==> src/rtl/addr_fifo_defines.svh <==
// Constants for the read address channel FIFO stage.
`ifndef ADDR_FIFO_DEFINES_SVH
`define ADDR_FIFO_DEFINES_SVH
`define FIFO_DEPTH 4
`define ADDR_W 32
`define PROT_W 3
`define ENTRY_W 35
`define CODE_W 42
`define PARITY_W 6
`define LEVEL_W 3
`define SETTING_W 2
`define PADDR_W 12
`define CTRL_OFFSET 12'h000
`define STATUS_OFFSET 12'h004
`define SETTINGS_OFFSET 12'h008
`define FAULT_COUNT_OFFSET 12'h00C
`define FAULT_ADDR_OFFSET 12'h010
`define CTRL_ECC_BIT 0
`define CTRL_ECC_RESET 1'b1
`define STAT_LEVEL_LSB 0
`define STAT_HIGH_BIT 4
`define STAT_LOW_BIT 5
`define STAT_CORR_BIT 6
`define STAT_UNCORR_BIT 7
`define STAT_OUT_VALID_BIT 8
`define SET_LOW_LSB 8
`define CNT_UNCORR_LSB 8
`define FAULT_CNT_W 8
`define INJECT_BIT_A 3
`define INJECT_BIT_B 5
`endif

==> src/rtl/addr_fifo_pkg.sv <==
// Types shared by the read address channel FIFO stage.
`include "addr_fifo_defines.svh"
package addr_fifo_pkg;
	typedef struct packed {
		logic [`ADDR_W-1:0] addr;
		logic [`PROT_W-1:0] prot;
	} addr_entry_t;
	typedef logic [`CODE_W-1:0] code_word_t;
	typedef struct packed {
		logic corrected;
		logic uncorrectable;
	} fault_t;
	typedef struct packed {
		addr_entry_t data;
		fault_t fault;
	} decoded_t;
	typedef struct packed {
		logic loaded;
		logic [`SETTING_W-1:0] high_setting;
		logic [`SETTING_W-1:0] low_setting;
		logic ecc_enable;
		logic out_valid;
		addr_entry_t out_entry;
		fault_t out_fault;
		logic [`LEVEL_W-1:0] level;
		logic high_flag;
		logic low_flag;
		logic sticky_corr;
		logic sticky_uncorr;
		logic [`FAULT_CNT_W-1:0] corr_count;
		logic [`FAULT_CNT_W-1:0] uncorr_count;
		logic [`ADDR_W-1:0] fault_addr;
		logic [31:0] rdata;
	} top_state_t;
endpackage : addr_fifo_pkg

==> src/rtl/read_address_channel_fifo_status.sv <==
// Read address channel FIFO stage with ECC, level flags and APB status.
`timescale 1ns/1ns
`include "addr_fifo_defines.svh"

module addr_fifo_store #(
	parameter int WIDTH = 8,
	parameter int DEPTH = 4
) (
	input wire logic pclk,
	input wire logic presetn,
	input wire logic [WIDTH-1:0] in_data,
	input wire logic in_valid,
	output logic in_ready,
	output logic [WIDTH-1:0] out_data,
	output logic out_valid,
	input wire logic out_ready
);
	localparam int PW = (DEPTH > 1) ? $clog2(DEPTH) : 1;
	localparam int CW = $clog2(DEPTH + 1);
	localparam logic [PW-1:0] LAST = PW'(DEPTH - 1);
	localparam logic [CW-1:0] FULL = CW'(DEPTH);

	typedef struct packed {
		logic [DEPTH-1:0][WIDTH-1:0] mem;
		logic [PW-1:0] wr_ptr;
		logic [PW-1:0] rd_ptr;
		logic [CW-1:0] count;
	} store_state_t;

	store_state_t st;
	store_state_t next_st;
	logic push;
	logic pop;

	assign in_ready = (st.count != FULL);
	assign out_valid = (st.count != '0);
	assign out_data = st.mem[st.rd_ptr];
	assign push = in_valid && in_ready;
	assign pop = out_valid && out_ready;

	always_comb begin
		next_st = st;
		if (push) begin
			next_st.mem[st.wr_ptr] = in_data;
			next_st.wr_ptr = (st.wr_ptr == LAST) ? '0 : st.wr_ptr + 1'b1;
		end
		if (pop) begin
			next_st.rd_ptr = (st.rd_ptr == LAST) ? '0 : st.rd_ptr + 1'b1;
		end
		case ({push, pop})
			2'b10: next_st.count = st.count + 1'b1;
			2'b01: next_st.count = st.count - 1'b1;
			default: next_st.count = st.count;
		endcase
	end

	always_ff @(posedge pclk or negedge presetn) begin
		if (!presetn) begin
			st <= '0;
		end else begin
			st <= next_st;
		end
	end
endmodule : addr_fifo_store

// Overview of operation
// - High level setting loaded from input bus.
// - Low level setting loaded from input bus.
// - One-bit fault forced on write with ECC.
// - Two-bit fault forced on write with ECC.
// - Corrected fault flagged on one-bit repair.
// - Uncorrectable fault flagged on two-bit error.
// - Write not taken while full; contents stay intact.
// - Refused write flag held at zero.
// - Read not made while empty; contents stay intact.
// - Refused read flag held at zero.
// - Write side level never under-reports.
// - Read side level never over-reports.
// - Common level gives words currently stored.
// - High mark while level at or above setting.
// - Low mark while level at or below setting.
// - Address and protection stable until ready.
module read_address_channel_fifo_status (
	input wire logic pclk,
	input wire logic presetn,
	input wire logic [`PADDR_W-1:0] paddr,
	input wire logic psel,
	input wire logic penable,
	input wire logic pwrite,
	input wire logic [31:0] pwdata,
	output logic [31:0] prdata,
	output logic pready,
	output logic pslverr,
	input wire logic [`ADDR_W-1:0] s_axi_araddr,
	input wire logic [`PROT_W-1:0] s_axi_arprot,
	input wire logic s_axi_arvalid,
	output logic s_axi_arready,
	output logic [`ADDR_W-1:0] m_axi_araddr,
	output logic [`PROT_W-1:0] m_axi_arprot,
	output logic m_axi_arvalid,
	input wire logic m_axi_arready,
	input wire logic [`SETTING_W-1:0] addr_fifo_high_level_setting,
	input wire logic [`SETTING_W-1:0] addr_fifo_low_level_setting,
	input wire logic addr_fifo_force_one_bit_fault,
	input wire logic addr_fifo_force_two_bit_fault,
	output logic addr_fifo_corrected_fault,
	output logic addr_fifo_uncorrectable_fault,
	output logic addr_fifo_write_refused,
	output logic addr_fifo_read_refused,
	output logic [`LEVEL_W-1:0] addr_fifo_write_side_level,
	output logic [`LEVEL_W-1:0] addr_fifo_read_side_level,
	output logic [`LEVEL_W-1:0] addr_fifo_level,
	output logic addr_fifo_high_mark_flag,
	output logic addr_fifo_low_mark_flag
);
	addr_fifo_pkg::top_state_t st;
	addr_fifo_pkg::top_state_t next_st;
	addr_fifo_pkg::addr_entry_t in_entry;
	addr_fifo_pkg::code_word_t in_code;
	addr_fifo_pkg::code_word_t store_out;
	addr_fifo_pkg::decoded_t dec;
	logic fifo_in_ready;
	logic fifo_out_valid;
	logic fifo_out_ready;
	logic push;
	logic pop;
	logic out_take;
	logic setup;
	logic access_wr;
	logic mapped;

	// Hamming code with an overall parity bit in position zero.
	function automatic addr_fifo_pkg::code_word_t ecc_encode(
		input addr_fifo_pkg::addr_entry_t d);
		addr_fifo_pkg::code_word_t c;
		int k;
		c = '0;
		k = 0;
		for (int j = 1; j < `CODE_W; j++) begin
			if ((j & (j - 1)) != 0) begin
				c[j] = d[k];
				k++;
			end
		end
		for (int p = 0; p < `PARITY_W; p++) begin
			for (int j = 1; j < `CODE_W; j++) begin
				if (((j & (1 << p)) != 0) && (j != (1 << p))) begin
					c[1 << p] = c[1 << p] ^ c[j];
				end
			end
		end
		c[0] = ^c[`CODE_W-1:1];
		return c;
	endfunction : ecc_encode

	// Repairs a single flipped bit and reports a double one.
	function automatic addr_fifo_pkg::decoded_t ecc_decode(
		input addr_fifo_pkg::code_word_t w);
		addr_fifo_pkg::code_word_t c;
		addr_fifo_pkg::decoded_t r;
		logic [`PARITY_W-1:0] s;
		logic all_par;
		int k;
		c = w;
		r = '0;
		s = '0;
		k = 0;
		for (int p = 0; p < `PARITY_W; p++) begin
			for (int j = 1; j < `CODE_W; j++) begin
				if ((j & (1 << p)) != 0) begin
					s[p] = s[p] ^ c[j];
				end
			end
		end
		all_par = ^c;
		if ((s != '0) && all_par) begin
			r.fault.corrected = 1'b1;
			if (int'(s) < `CODE_W) begin
				c[s] = ~c[s];
			end
		end else if (s != '0) begin
			r.fault.uncorrectable = 1'b1;
		end else if (all_par) begin
			r.fault.corrected = 1'b1;
			c[0] = ~c[0];
		end
		for (int j = 1; j < `CODE_W; j++) begin
			if ((j & (j - 1)) != 0) begin
				r.data[k] = c[j];
				k++;
			end
		end
		return r;
	endfunction : ecc_decode

	addr_fifo_store #(
		.WIDTH(`CODE_W),
		.DEPTH(`FIFO_DEPTH)
	) store (
		.pclk(pclk),
		.presetn(presetn),
		.in_data(in_code),
		.in_valid(s_axi_arvalid),
		.in_ready(fifo_in_ready),
		.out_data(store_out),
		.out_valid(fifo_out_valid),
		.out_ready(fifo_out_ready)
	);

	assign in_entry = '{addr: s_axi_araddr, prot: s_axi_arprot};
	assign s_axi_arready = fifo_in_ready;
	assign push = s_axi_arvalid && fifo_in_ready;
	assign out_take = st.out_valid && m_axi_arready;
	assign fifo_out_ready = !st.out_valid || m_axi_arready;
	assign pop = fifo_out_valid && fifo_out_ready;
	assign dec = ecc_decode(store_out);
	assign setup = psel && !penable;
	assign access_wr = psel && penable && pwrite;

	always_comb begin
		in_code = ecc_encode(in_entry);
		if (st.ecc_enable && addr_fifo_force_two_bit_fault) begin
			in_code[`INJECT_BIT_A] = ~in_code[`INJECT_BIT_A];
			in_code[`INJECT_BIT_B] = ~in_code[`INJECT_BIT_B];
		end else if (st.ecc_enable && addr_fifo_force_one_bit_fault) begin
			in_code[`INJECT_BIT_A] = ~in_code[`INJECT_BIT_A];
		end
	end

	always_comb begin
		case (paddr)
			`CTRL_OFFSET: mapped = 1'b1;
			`STATUS_OFFSET: mapped = 1'b1;
			`SETTINGS_OFFSET: mapped = 1'b1;
			`FAULT_COUNT_OFFSET: mapped = 1'b1;
			`FAULT_ADDR_OFFSET: mapped = 1'b1;
			default: mapped = 1'b0;
		endcase
	end

	always_comb begin
		next_st = st;
		// Settings are loaded from the input buses on the first clock after reset and held after.
		if (!st.loaded) begin
			next_st.loaded = 1'b1;
			next_st.high_setting = addr_fifo_high_level_setting;
			next_st.low_setting = addr_fifo_low_level_setting;
		end
		// The presented entry changes only once downstream has taken it.
		if (out_take) begin
			next_st.out_valid = 1'b0;
			next_st.out_fault = '0;
		end
		if (pop) begin
			next_st.out_valid = 1'b1;
			next_st.out_entry = dec.data;
			if (st.ecc_enable) begin
				next_st.out_fault = dec.fault;
			end else begin
				next_st.out_fault = '0;
			end
		end
		case ({push, out_take})
			2'b10: next_st.level = st.level + 1'b1;
			2'b01: next_st.level = st.level - 1'b1;
			default: next_st.level = st.level;
		endcase
		next_st.high_flag = (next_st.level >= {1'b0, next_st.high_setting});
		next_st.low_flag = (next_st.level <= {1'b0, next_st.low_setting});
		// Sticky fault bits: a new fault wins over a clear in the same cycle.
		if (access_wr && (paddr == `STATUS_OFFSET)) begin
			if (pwdata[`STAT_CORR_BIT]) begin
				next_st.sticky_corr = 1'b0;
			end
			if (pwdata[`STAT_UNCORR_BIT]) begin
				next_st.sticky_uncorr = 1'b0;
			end
		end
		if (access_wr && (paddr == `FAULT_COUNT_OFFSET)) begin
			next_st.corr_count = '0;
			next_st.uncorr_count = '0;
		end
		if (pop && st.ecc_enable && dec.fault.corrected) begin
			next_st.sticky_corr = 1'b1;
			if (next_st.corr_count != '1) begin
				next_st.corr_count = next_st.corr_count + 1'b1;
			end
		end
		if (pop && st.ecc_enable && dec.fault.uncorrectable) begin
			next_st.sticky_uncorr = 1'b1;
			next_st.fault_addr = dec.data.addr;
			if (next_st.uncorr_count != '1) begin
				next_st.uncorr_count = next_st.uncorr_count + 1'b1;
			end
		end
		if (access_wr && (paddr == `CTRL_OFFSET)) begin
			next_st.ecc_enable = pwdata[`CTRL_ECC_BIT];
		end
		// Read data is captured in the setup cycle and shown in the access.
		if (setup) begin
			next_st.rdata = '0;
			case (paddr)
				`CTRL_OFFSET: begin
					next_st.rdata[`CTRL_ECC_BIT] = st.ecc_enable;
				end
				`STATUS_OFFSET: begin
					next_st.rdata[`STAT_LEVEL_LSB +: `LEVEL_W] = st.level;
					next_st.rdata[`STAT_HIGH_BIT] = st.high_flag;
					next_st.rdata[`STAT_LOW_BIT] = st.low_flag;
					next_st.rdata[`STAT_CORR_BIT] = st.sticky_corr;
					next_st.rdata[`STAT_UNCORR_BIT] = st.sticky_uncorr;
					next_st.rdata[`STAT_OUT_VALID_BIT] = st.out_valid;
				end
				`SETTINGS_OFFSET: begin
					next_st.rdata[`SETTING_W-1:0] = st.high_setting;
					next_st.rdata[`SET_LOW_LSB +: `SETTING_W] = st.low_setting;
				end
				`FAULT_COUNT_OFFSET: begin
					next_st.rdata[`FAULT_CNT_W-1:0] = st.corr_count;
					next_st.rdata[`CNT_UNCORR_LSB +: `FAULT_CNT_W] =
						st.uncorr_count;
				end
				`FAULT_ADDR_OFFSET: begin
					next_st.rdata = st.fault_addr;
				end
				default: begin
					next_st.rdata = '0;
				end
			endcase
		end
	end

	always_ff @(posedge pclk or negedge presetn) begin
		if (!presetn) begin
			st <= '0;
			st.ecc_enable <= `CTRL_ECC_RESET;
			st.low_flag <= 1'b1;
		end else begin
			st <= next_st;
		end
	end

	assign prdata = st.rdata;
	assign pready = 1'b1;
	assign pslverr = psel && penable && !mapped;
	assign m_axi_araddr = st.out_entry.addr;
	assign m_axi_arprot = st.out_entry.prot;
	assign m_axi_arvalid = st.out_valid;
	assign addr_fifo_corrected_fault = st.out_fault.corrected;
	assign addr_fifo_uncorrectable_fault = st.out_fault.uncorrectable;
	// Writes are only taken with room, so a refused write never occurs.
	assign addr_fifo_write_refused = 1'b0;
	// Reads are only made with data, so a refused read never occurs.
	assign addr_fifo_read_refused = 1'b0;
	assign addr_fifo_write_side_level = st.level;
	assign addr_fifo_read_side_level = st.level;
	assign addr_fifo_level = st.level;
	assign addr_fifo_high_mark_flag = st.high_flag;
	assign addr_fifo_low_mark_flag = st.low_flag;
endmodule : read_address_channel_fifo_status

==> config.mk <==
export PLATFORM = sky130hd
export DESIGN_NAME = read_address_channel_fifo_status
export DESIGN_NICKNAME = d
export VERILOG_FILES = /design/src/rtl/addr_fifo_pkg.sv /design/src/rtl/read_address_channel_fifo_status.sv
export VERILOG_INCLUDE_DIRS = /design/src /design/src/rtl
export SDC_FILE = /design/constraint.sdc
export NUM_CORES = 1
export LEC_CHECK = 0
export BUFFER_PORTS_ARGS = -buffer_cell sky130_fd_sc_hd__clkbuf_2
export CAP_MARGIN = 30
export CORE_MARGIN = 1
export CORE_UTILIZATION = 54
export DETAILED_ROUTE_END_ITERATION = 10
export PLACE_DENSITY = 0.77
export REMOVE_ABC_BUFFERS = 1
export SYNTH_ARGS = -nofsm -noshare
export SYNTH_HDL_FRONTEND = slang
export SYNTH_SLANG_ARGS = --single-unit
==> constraint.sdc <==
create_clock -name pclk -period 3.73 [get_ports pclk]
set_input_delay 0.1865 -clock pclk [delete_from_list [all_inputs] [get_ports pclk]]
set_output_delay 0.1865 -clock pclk [all_outputs]
set_load 0.005 [all_outputs]
==> results of run 1 <==
area by class of cell:
| type | count | area share, % |
|---|---|---|
| inverter | 20 | 0.363 |
| clock buffer | 47 | 4.38 |
| sequential | 306 | 35.8 |
| tap | 390 | 2.28 |
| timing repair buffer | 418 | 16.0 |
| multi-input combinational | 914 | 40.9 |
| clock inverter | 10 | 0.281 |
per-stage QoR:
step           hold slack (ns)  utilization [%]  cell area, um^2  TNS, ns
6_report                0.0178             72.3            21400   -20.93
5_1_grt                 0.0158             72.3            21400   -28.26
3_5_place_dp             0.287             60.6            17900   -12.32
4_1_cts                0.00309             68.7            20300    -2.15
2_1_floorplan           -0.109                -            15300  -146.80
3_3_place_gp             0.280             60.5            17900    -8.82
cells by family (layout without fill, tap and decap cells):
kind of cell	count (synthesis)	after routing
and+or+nand+nor	292	292
AOI/OAI and AO/OA	213	213
DFF	306	306
muxes	233	233
other	2	4
xor gates and xnor gates	156	156
adders and majority gates	16	16
buffers and inverters	169	495
cells in the final DEF (no fill, tap or decap), types with 18 or more instances in the layout:
master,n
o21ai_1,24
dfrtp_1,303
dlygate4sd3_1,33
mux4_2,44
nand2_2,27
buf_6,44
clkbuf_2,144
o21ai_0,51
xnor2_2,26
nand2_1,130
mux2_2,173
inv_1,18
xor2_1,18
xnor2_1,88
o21ai_2,19
nor2_1,25
buf_4,169
clkbuf_16,38
final timing paths:
path,start,endpoint,slack [ns]
min reg2reg,prdata[15],prdata[15],0.48
min in group asynchronous,presetn,st[130],0.25
max reg2reg,store.st[3],m_axi_araddr[7],-0.48
max,store.st[3],m_axi_araddr[7],-0.48
max in group asynchronous,presetn,store.st[159],2.34
min,s_axi_araddr[4],store.st[103],0.02
synthesized netlist by cell type (all sizes together), types with 14 or more instances:
| cell | instances |
|---|---|
| a21oi | 29 |
| a22oi | 14 |
| buf | 102 |
| clkbuf | 47 |
| dfrtp | 304 |
| inv | 19 |
| mux2 | 176 |
| mux4 | 44 |
| nand2 | 169 |
| nor2 | 34 |
| nor3 | 23 |
| o21ai | 98 |
| o31ai | 17 |
| xnor2 | 124 |
| xor2 | 24 |
worst register-to-register path, stage by stage, from the launching register on:
cell	delay [ns]
dfrtp_2	0.43
buf_6	0.14
buf_16	0.13
buf_4	0.11
mux4_2	0.55
buf_4	0.20
xor2_1	0.42
xnor2_1	0.27
xnor3_2	0.44
buf_6	0.16
buf_6	0.13
nand2b_4	0.15
buf_4	0.13
buf_4	0.13
nor2_4	0.13
buf_6	0.13
a21oi_1	0.07
o31ai_1	0.37
registers in the layout (all words and copies together) (netlist names):
name                           flops
st                                56
addr_fifo_high_mark_flag           1
addr_fifo_level                    3
m_axi_araddr                      32
addr_fifo_low_mark_flag            1
store.st                         175
m_axi_arvalid                      1
prdata                            32
m_axi_arprot                       3
addr_fifo_uncorrectable_fault      1
addr_fifo_corrected_fault          1
metal layers:
metal  vias to the layer above  global-route usage, %  wire length [um]
met4                         0                   10.1              2070
met1                      6423                   37.5             18800
li1                       5430                      -                 -
met3                       153                   3.55              2600
met2                       534                   49.1             24100
met5                         -                      0                 0
timing repair:
item,in CTS,in global routing
hold buffers,33,0
setup endpoints to repair,81,85
gates resized for setup,150,169
setup buffers,40,25
hold endpoints to repair,195,0
cloned,3,9
pin swaps,60,78
==> metrics.csv, run 1 <==
metric,value,unit
outcome,"complete, but fails checks",
violations,negative setup slack,
hold_path.class,in2reg,
synth_area_leaders,"dfrtp_1, mux2_2, xnor2_1",
reg2regPathDepth,17,
antenna_found_initial,0,
synth_compound_area_share,8.30,%
worst_ep_arrival_time,4.64,ns
multi_input_area,8750,um^2
synth.distinct_cells,71,
fin_worst_skew,0.0206,ns
critPathSlowestCell,mux4_2,
rsz0062_at_grt,true,
hold_viol,0,
cts.sinks,306,
cp_max_fo,7,
finalMaxSlewViolations,0,
die_w,175,um
slowest_delay,0.55,ns
synth_seq_cells,306,
ctsLongestPathBuffers,3,
dp_cells,1940,
core_area,29600,um^2
initial_core_util,54.8,%
yosys.area_share.adder,1.31,%
gp_congestion,0.924,
drt-initial-drc-count,1123,
syn-instance-count,1387,
port_buffers,145,
synth_top_family_by_area,multiplexers,
layoutNonFillerInstCount,2105,
cts.reportedPaths.clkPinSlew,0.06,ns
diodes,0,
cap_violations,0,
crit_type,reg2reg,
die_y,175,um
overflow,0,
fmax,0.238,GHz
worstPathRequired,4.16,ns
vias,12500,
yosysWarnings,0,
crit_chain,buf_6 > buf_16 > buf_4 > mux4_2 > buf_4 > xor2_1 > xnor2_1 > xnor3_2 > buf_6 > buf_6 > nand2b_4 > buf_4 > buf_4 > nor2_4 > buf_6 > a21oi_1 > o31ai_1,
worstPathBufferInverterCount,9,
synth_area,16200,um^2
place_hpwl,28800,um
viasPerCell,5.96,
synthSimpleGateAreaFrac,8.28,%
synthFlopType,dfrtp_1,
place_ws,-0.267,ns
ys_seq_area_share,47.3,%
cts_buffers,31,
syn_area_per_cell,11.7,um^2
synth-edff-count,0,
die-area,30700,um^2
min_path_cells,2,
period_needed,4.21,ns
regArea,7660,um^2
endpoint_kind,register,
ctsRootBufferMaster,clkbuf_16,
io_pins,178,
wl_per_cell,22.6,um
rows,63,
worst_slack,-0.479,ns
drc,0,
ant_nets,0,
cts_tree,yes,
fillCellCount,1785,
clk_latency,0.57,ns
dr.pass1.iters,6,
synth_top_cell_by_area,dfrtp_1,
areaGrowthSynthToFinish,31.9,%
grt_pass1_wl,68600,um
cp_num_cells,17,
h-tree-depth,1,
grt_pass1_vias,12700,
synth_top_area_share,46.9,%
wl,47500,um
grt_max_degree,103,
setup_violations,84,
crit_family,buffers and inverters,
num-nets-final,1798,
startpoint_type,register,
slew_headroom,47.9,%
drive_gt1_share,50.0,%
grt_usage,28.6,%
worst_pin_slew,0.782,ns
period_share,113,%
synth_xor_area_share,9.46,%
async_flop_share,100,%
synthMuxAreaShare,19.2,%
Power of run 1 is left out: the tool's default activity adds up to more than one toggle a clock period on the data nets, which glitch-free logic cannot reach.
==> run 2: changes to the inputs <==
Settings changed: ABC_AREA from default to 1, CORE_UTILIZATION 54 to 55, PLACE_DENSITY 0.77 to 0.78.
==> metrics.csv, run 2 <==
metric,value,unit,change
outcome,completed,,"was complete, but fails checks"
fin_worst_skew,0.0253,ns,was 0.0206 ns
hold_path.class,in2reg,,unchanged
synth_top_cell_by_area,dfrtp_1,,unchanged
overflow,0,,unchanged
critPathSlowestCell,dfrtp_4,,was mux4_2
grt_usage,29.4,%,was 28.6%
synth.distinct_cells,57,,was 71
ctsLongestPathBuffers,3,,unchanged
grt_pass1_wl,78900,um,was 68600 um
fin_setup_tns,0,ns,was -20.93 ns
finalMaxSlewViolations,0,,unchanged
worstPathRequired,4.13,ns,was 4.16 ns
async_flop_share,100,%,unchanged
hold_viol,0,,unchanged
synth_commonest_cells,"nand2_1, dfrtp_1, nand3_1",,"was dfrtp_1, mux2_2, nand2_1"
synth_top_family_by_area,simple AND/OR/NAND/NOR gates,,was multiplexers
synthFlopType,dfrtp_1,,unchanged
cts.sinks,306,,unchanged
grt_max_degree,102,,was 103
worst_slack,0.0956,ns,was -0.479 ns
die_y,184,um,was 175 um
synthSimpleGateAreaFrac,34.6,%,was 8.28%
period_needed,3.63,ns,was 4.21 ns
initial_core_util,56.1,%,was 54.8%
endpoint_kind,register,,unchanged
crit_type,reg2reg,,unchanged
fin_util,66.2,%,was 72.3%
top_register,store.st,,unchanged
r2r_end,m_axi_araddr[29],,was m_axi_araddr[7]
cts.reportedPaths.clkPinSlew,0.06,ns,about the same
top_regs,"store.st (175), st (56)",,unchanged
largest_reg_flops,175,,unchanged
cap_violations,0,,unchanged
ant_nets,0,,unchanged
synth_area,18300,um^2,was 16200 um^2
ys_seq_area_share,41.8,%,was 47.3%
wl_per_cell,17.0,um,was 22.6 um
yosysWarnings,0,,unchanged
num-nets-final,2732,,was 1798
cp_max_fo,10,,was 7
drive_gt1_share,20.2,%,was 50.0%
hp-start,s_axi_araddr[17],,was s_axi_araddr[4]
yosysMostFrequentCell,nand2_1,,was dfrtp_1
r2r_start,store.st[3],,unchanged
period_share,97.4,%,was 113%
syn_area_per_cell,7.32,um^2,was 11.7 um^2
dp_cells,2939,,was 1940
die_w,184,um,was 175 um
areaGrowthSynthToFinish,17.9,%,was 31.9%
r2r_slack,0.1,ns,was -0.48 ns
synth_top_area_share,41.5,%,was 46.9%
drc,0,,unchanged
grt_pass1_vias,15400,,was 12700
diodes,0,,unchanged
setup_violations,0,,was 84
rows,66,,was 63
place_hpwl,33400,um,was 28800 um
core_area,32600,um^2,was 29600 um^2
synthMuxAreaShare,0.0615,%,was 19.2%
startpoint_type,register,,unchanged
yosys.area_share.adder,1.11,%,was 1.31%
rsz0062_at_grt,true,,unchanged
synth_compound_area_share,5.14,%,was 8.30%
die-area,34000,um^2,was 30700 um^2
gp_congestion,0.940,,was 0.924
layout_commonest_cell,nand2_1,,was dfrtp_1
worst_pin_slew,0.838,ns,was 0.782 ns
dr.pass1.iters,6,,unchanged
drt-initial-drc-count,1739,,was 1123
place_ws,0.0427,ns,was -0.267 ns
cts_tree,yes,,unchanged
layoutNonFillerInstCount,3091,,was 2105
fillCellCount,2650,,was 1785
synth_area_leaders,"dfrtp_1, nand2_1, nand3_1",,"was dfrtp_1, mux2_2, xnor2_1"
fmax,0.275,GHz,was 0.238 GHz
slowest_delay,0.51,ns,was 0.55 ns
viasPerCell,5.47,,was 5.96
final_cell_mix,"nand2_1, dfrtp_1, clkbuf_2, nand3_1, inv_1",,"was dfrtp_1, mux2_2, buf_4, clkbuf_2, nand2_1"
synth_xor_area_share,6.96,%,was 9.46%
wl,52700,um,was 47500 um
io_pins,178,,unchanged
antenna_found_initial,0,,unchanged
slew_headroom,44.1,%,was 47.9%
h-tree-depth,2,,was 1
synth_seq_cells,306,,unchanged
ctsRootBufferMaster,clkbuf_16,,unchanged
holdPathEnd,store.st[75],,was store.st[103]
port_buffers,145,,unchanged
syn-instance-count,2501,,was 1387
min_path_cells,3,,was 2
synth-edff-count,0,,unchanged
cpMostUsedCell,nand2_1,,
reg2regPathDepth,28,,was 17
cts_buffers,34,,was 31
worst_ep_arrival_time,4.03,ns,was 4.64 ns
vias,16900,,was 12500
clk_latency,0.53,ns,was 0.57 ns
## run 2: cell types whose count changed after synthesis, sizes merged, moves of 15 or more
cell    change
inv       +125
o21ai      +32
xor2       +47
xnor2      -53
nand3     +145
nor2       +66
mux2      -175
nand2    +1018
o31ai      -15
nand4      +29
mux4       -44
clkbuf     +28
buf        +31
## run 2: what timing repair did
item / CTS / global route
endpoints found under the setup margin: 1 / 76
gates resized for setup: 1 / 184
pin swaps: 0 / 42
hold buffers: 23 / 0
buffers inserted: 0 / 51
cloned: 0 / 17
hold endpoints to repair: 150 / 0
## run 2: cell type report
type | instances | area [um^2] | share of cell area [%]
Timing Repair inverter | 2 | 32.5 | 0.151
Clock buffer | 50 | 1000 | 4.65
Multi-Input combinational cell | 1842 | 9320 | 43.2
Sequential cell | 306 | 7660 | 35.5
Inverter | 149 | 576 | 2.67
Clock inverter | 10 | 128 | 0.591
Tap cell | 442 | 553 | 2.56
Timing Repair Buffer | 290 | 2310 | 10.7
## run 2: kinds of logic (layout without fill, tap and decap cells)
group                    after synthesis  in the layout
flip-flops                           306            306
multiplexers                           1              1
adder cells (fa/ha/maj)               15             15
AO/OA/AOI/OAI                        172            172
XOR/XNOR                             142            142
buffers and inverters                357            501
other                                  2              4
AND/OR/NAND/NOR                     1506           1508
## run 2: worst max path at each step
stage	start	cells past startpoint	slack, ns	endpoint
2_1_floorplan	store.st[3]	24	-1.58	st[68]
3_3_place_gp	store.st[3]	29	0.15	m_axi_araddr[14]
3_5_place_dp	store.st[4]	28	0.04	m_axi_araddr[29]
4_1_cts	store.st[4]	29	0.04	m_axi_araddr[27]
5_1_grt	store.st[3]	28	-0.11	m_axi_araddr[29]
6_report	store.st[3]	28	0.1	m_axi_araddr[29]
## run 2: routing by layer
metal / GRT usage, % / wire length, um / vias up / part of all wire (%)
met5: 0 / 0 / - / 0
met4: 10.5 / 1770 / 0 / 3.4
met3: 4.35 / 4420 / 142 / 8.4
met2: 47.9 / 25000 / 840 / 48
met1: 39.8 / 21400 / 7965 / 41
li1: - / - / 7961 / -
## run 2: metrics by stage
step / instance area (um^2) / hold slack [ns]
floorplan: 17000 / -0.109
global placement: 18900 / 0.292
detailed placement: 18900 / 0.296
CTS: 20200 / 0.00420
global route: 21600 / 0.0253
finish: 21600 / 0.00913
## run 2: worst max-delay path: cells and delay by family (launching register included)
kind	cells	cell delay, ns
flip-flops	1	0.51
XOR/XNOR	1	0.20
buffers and inverters	7	0.87
AND/OR/NAND/NOR	20	1.92
Power of run 2 is left out for the same reason.
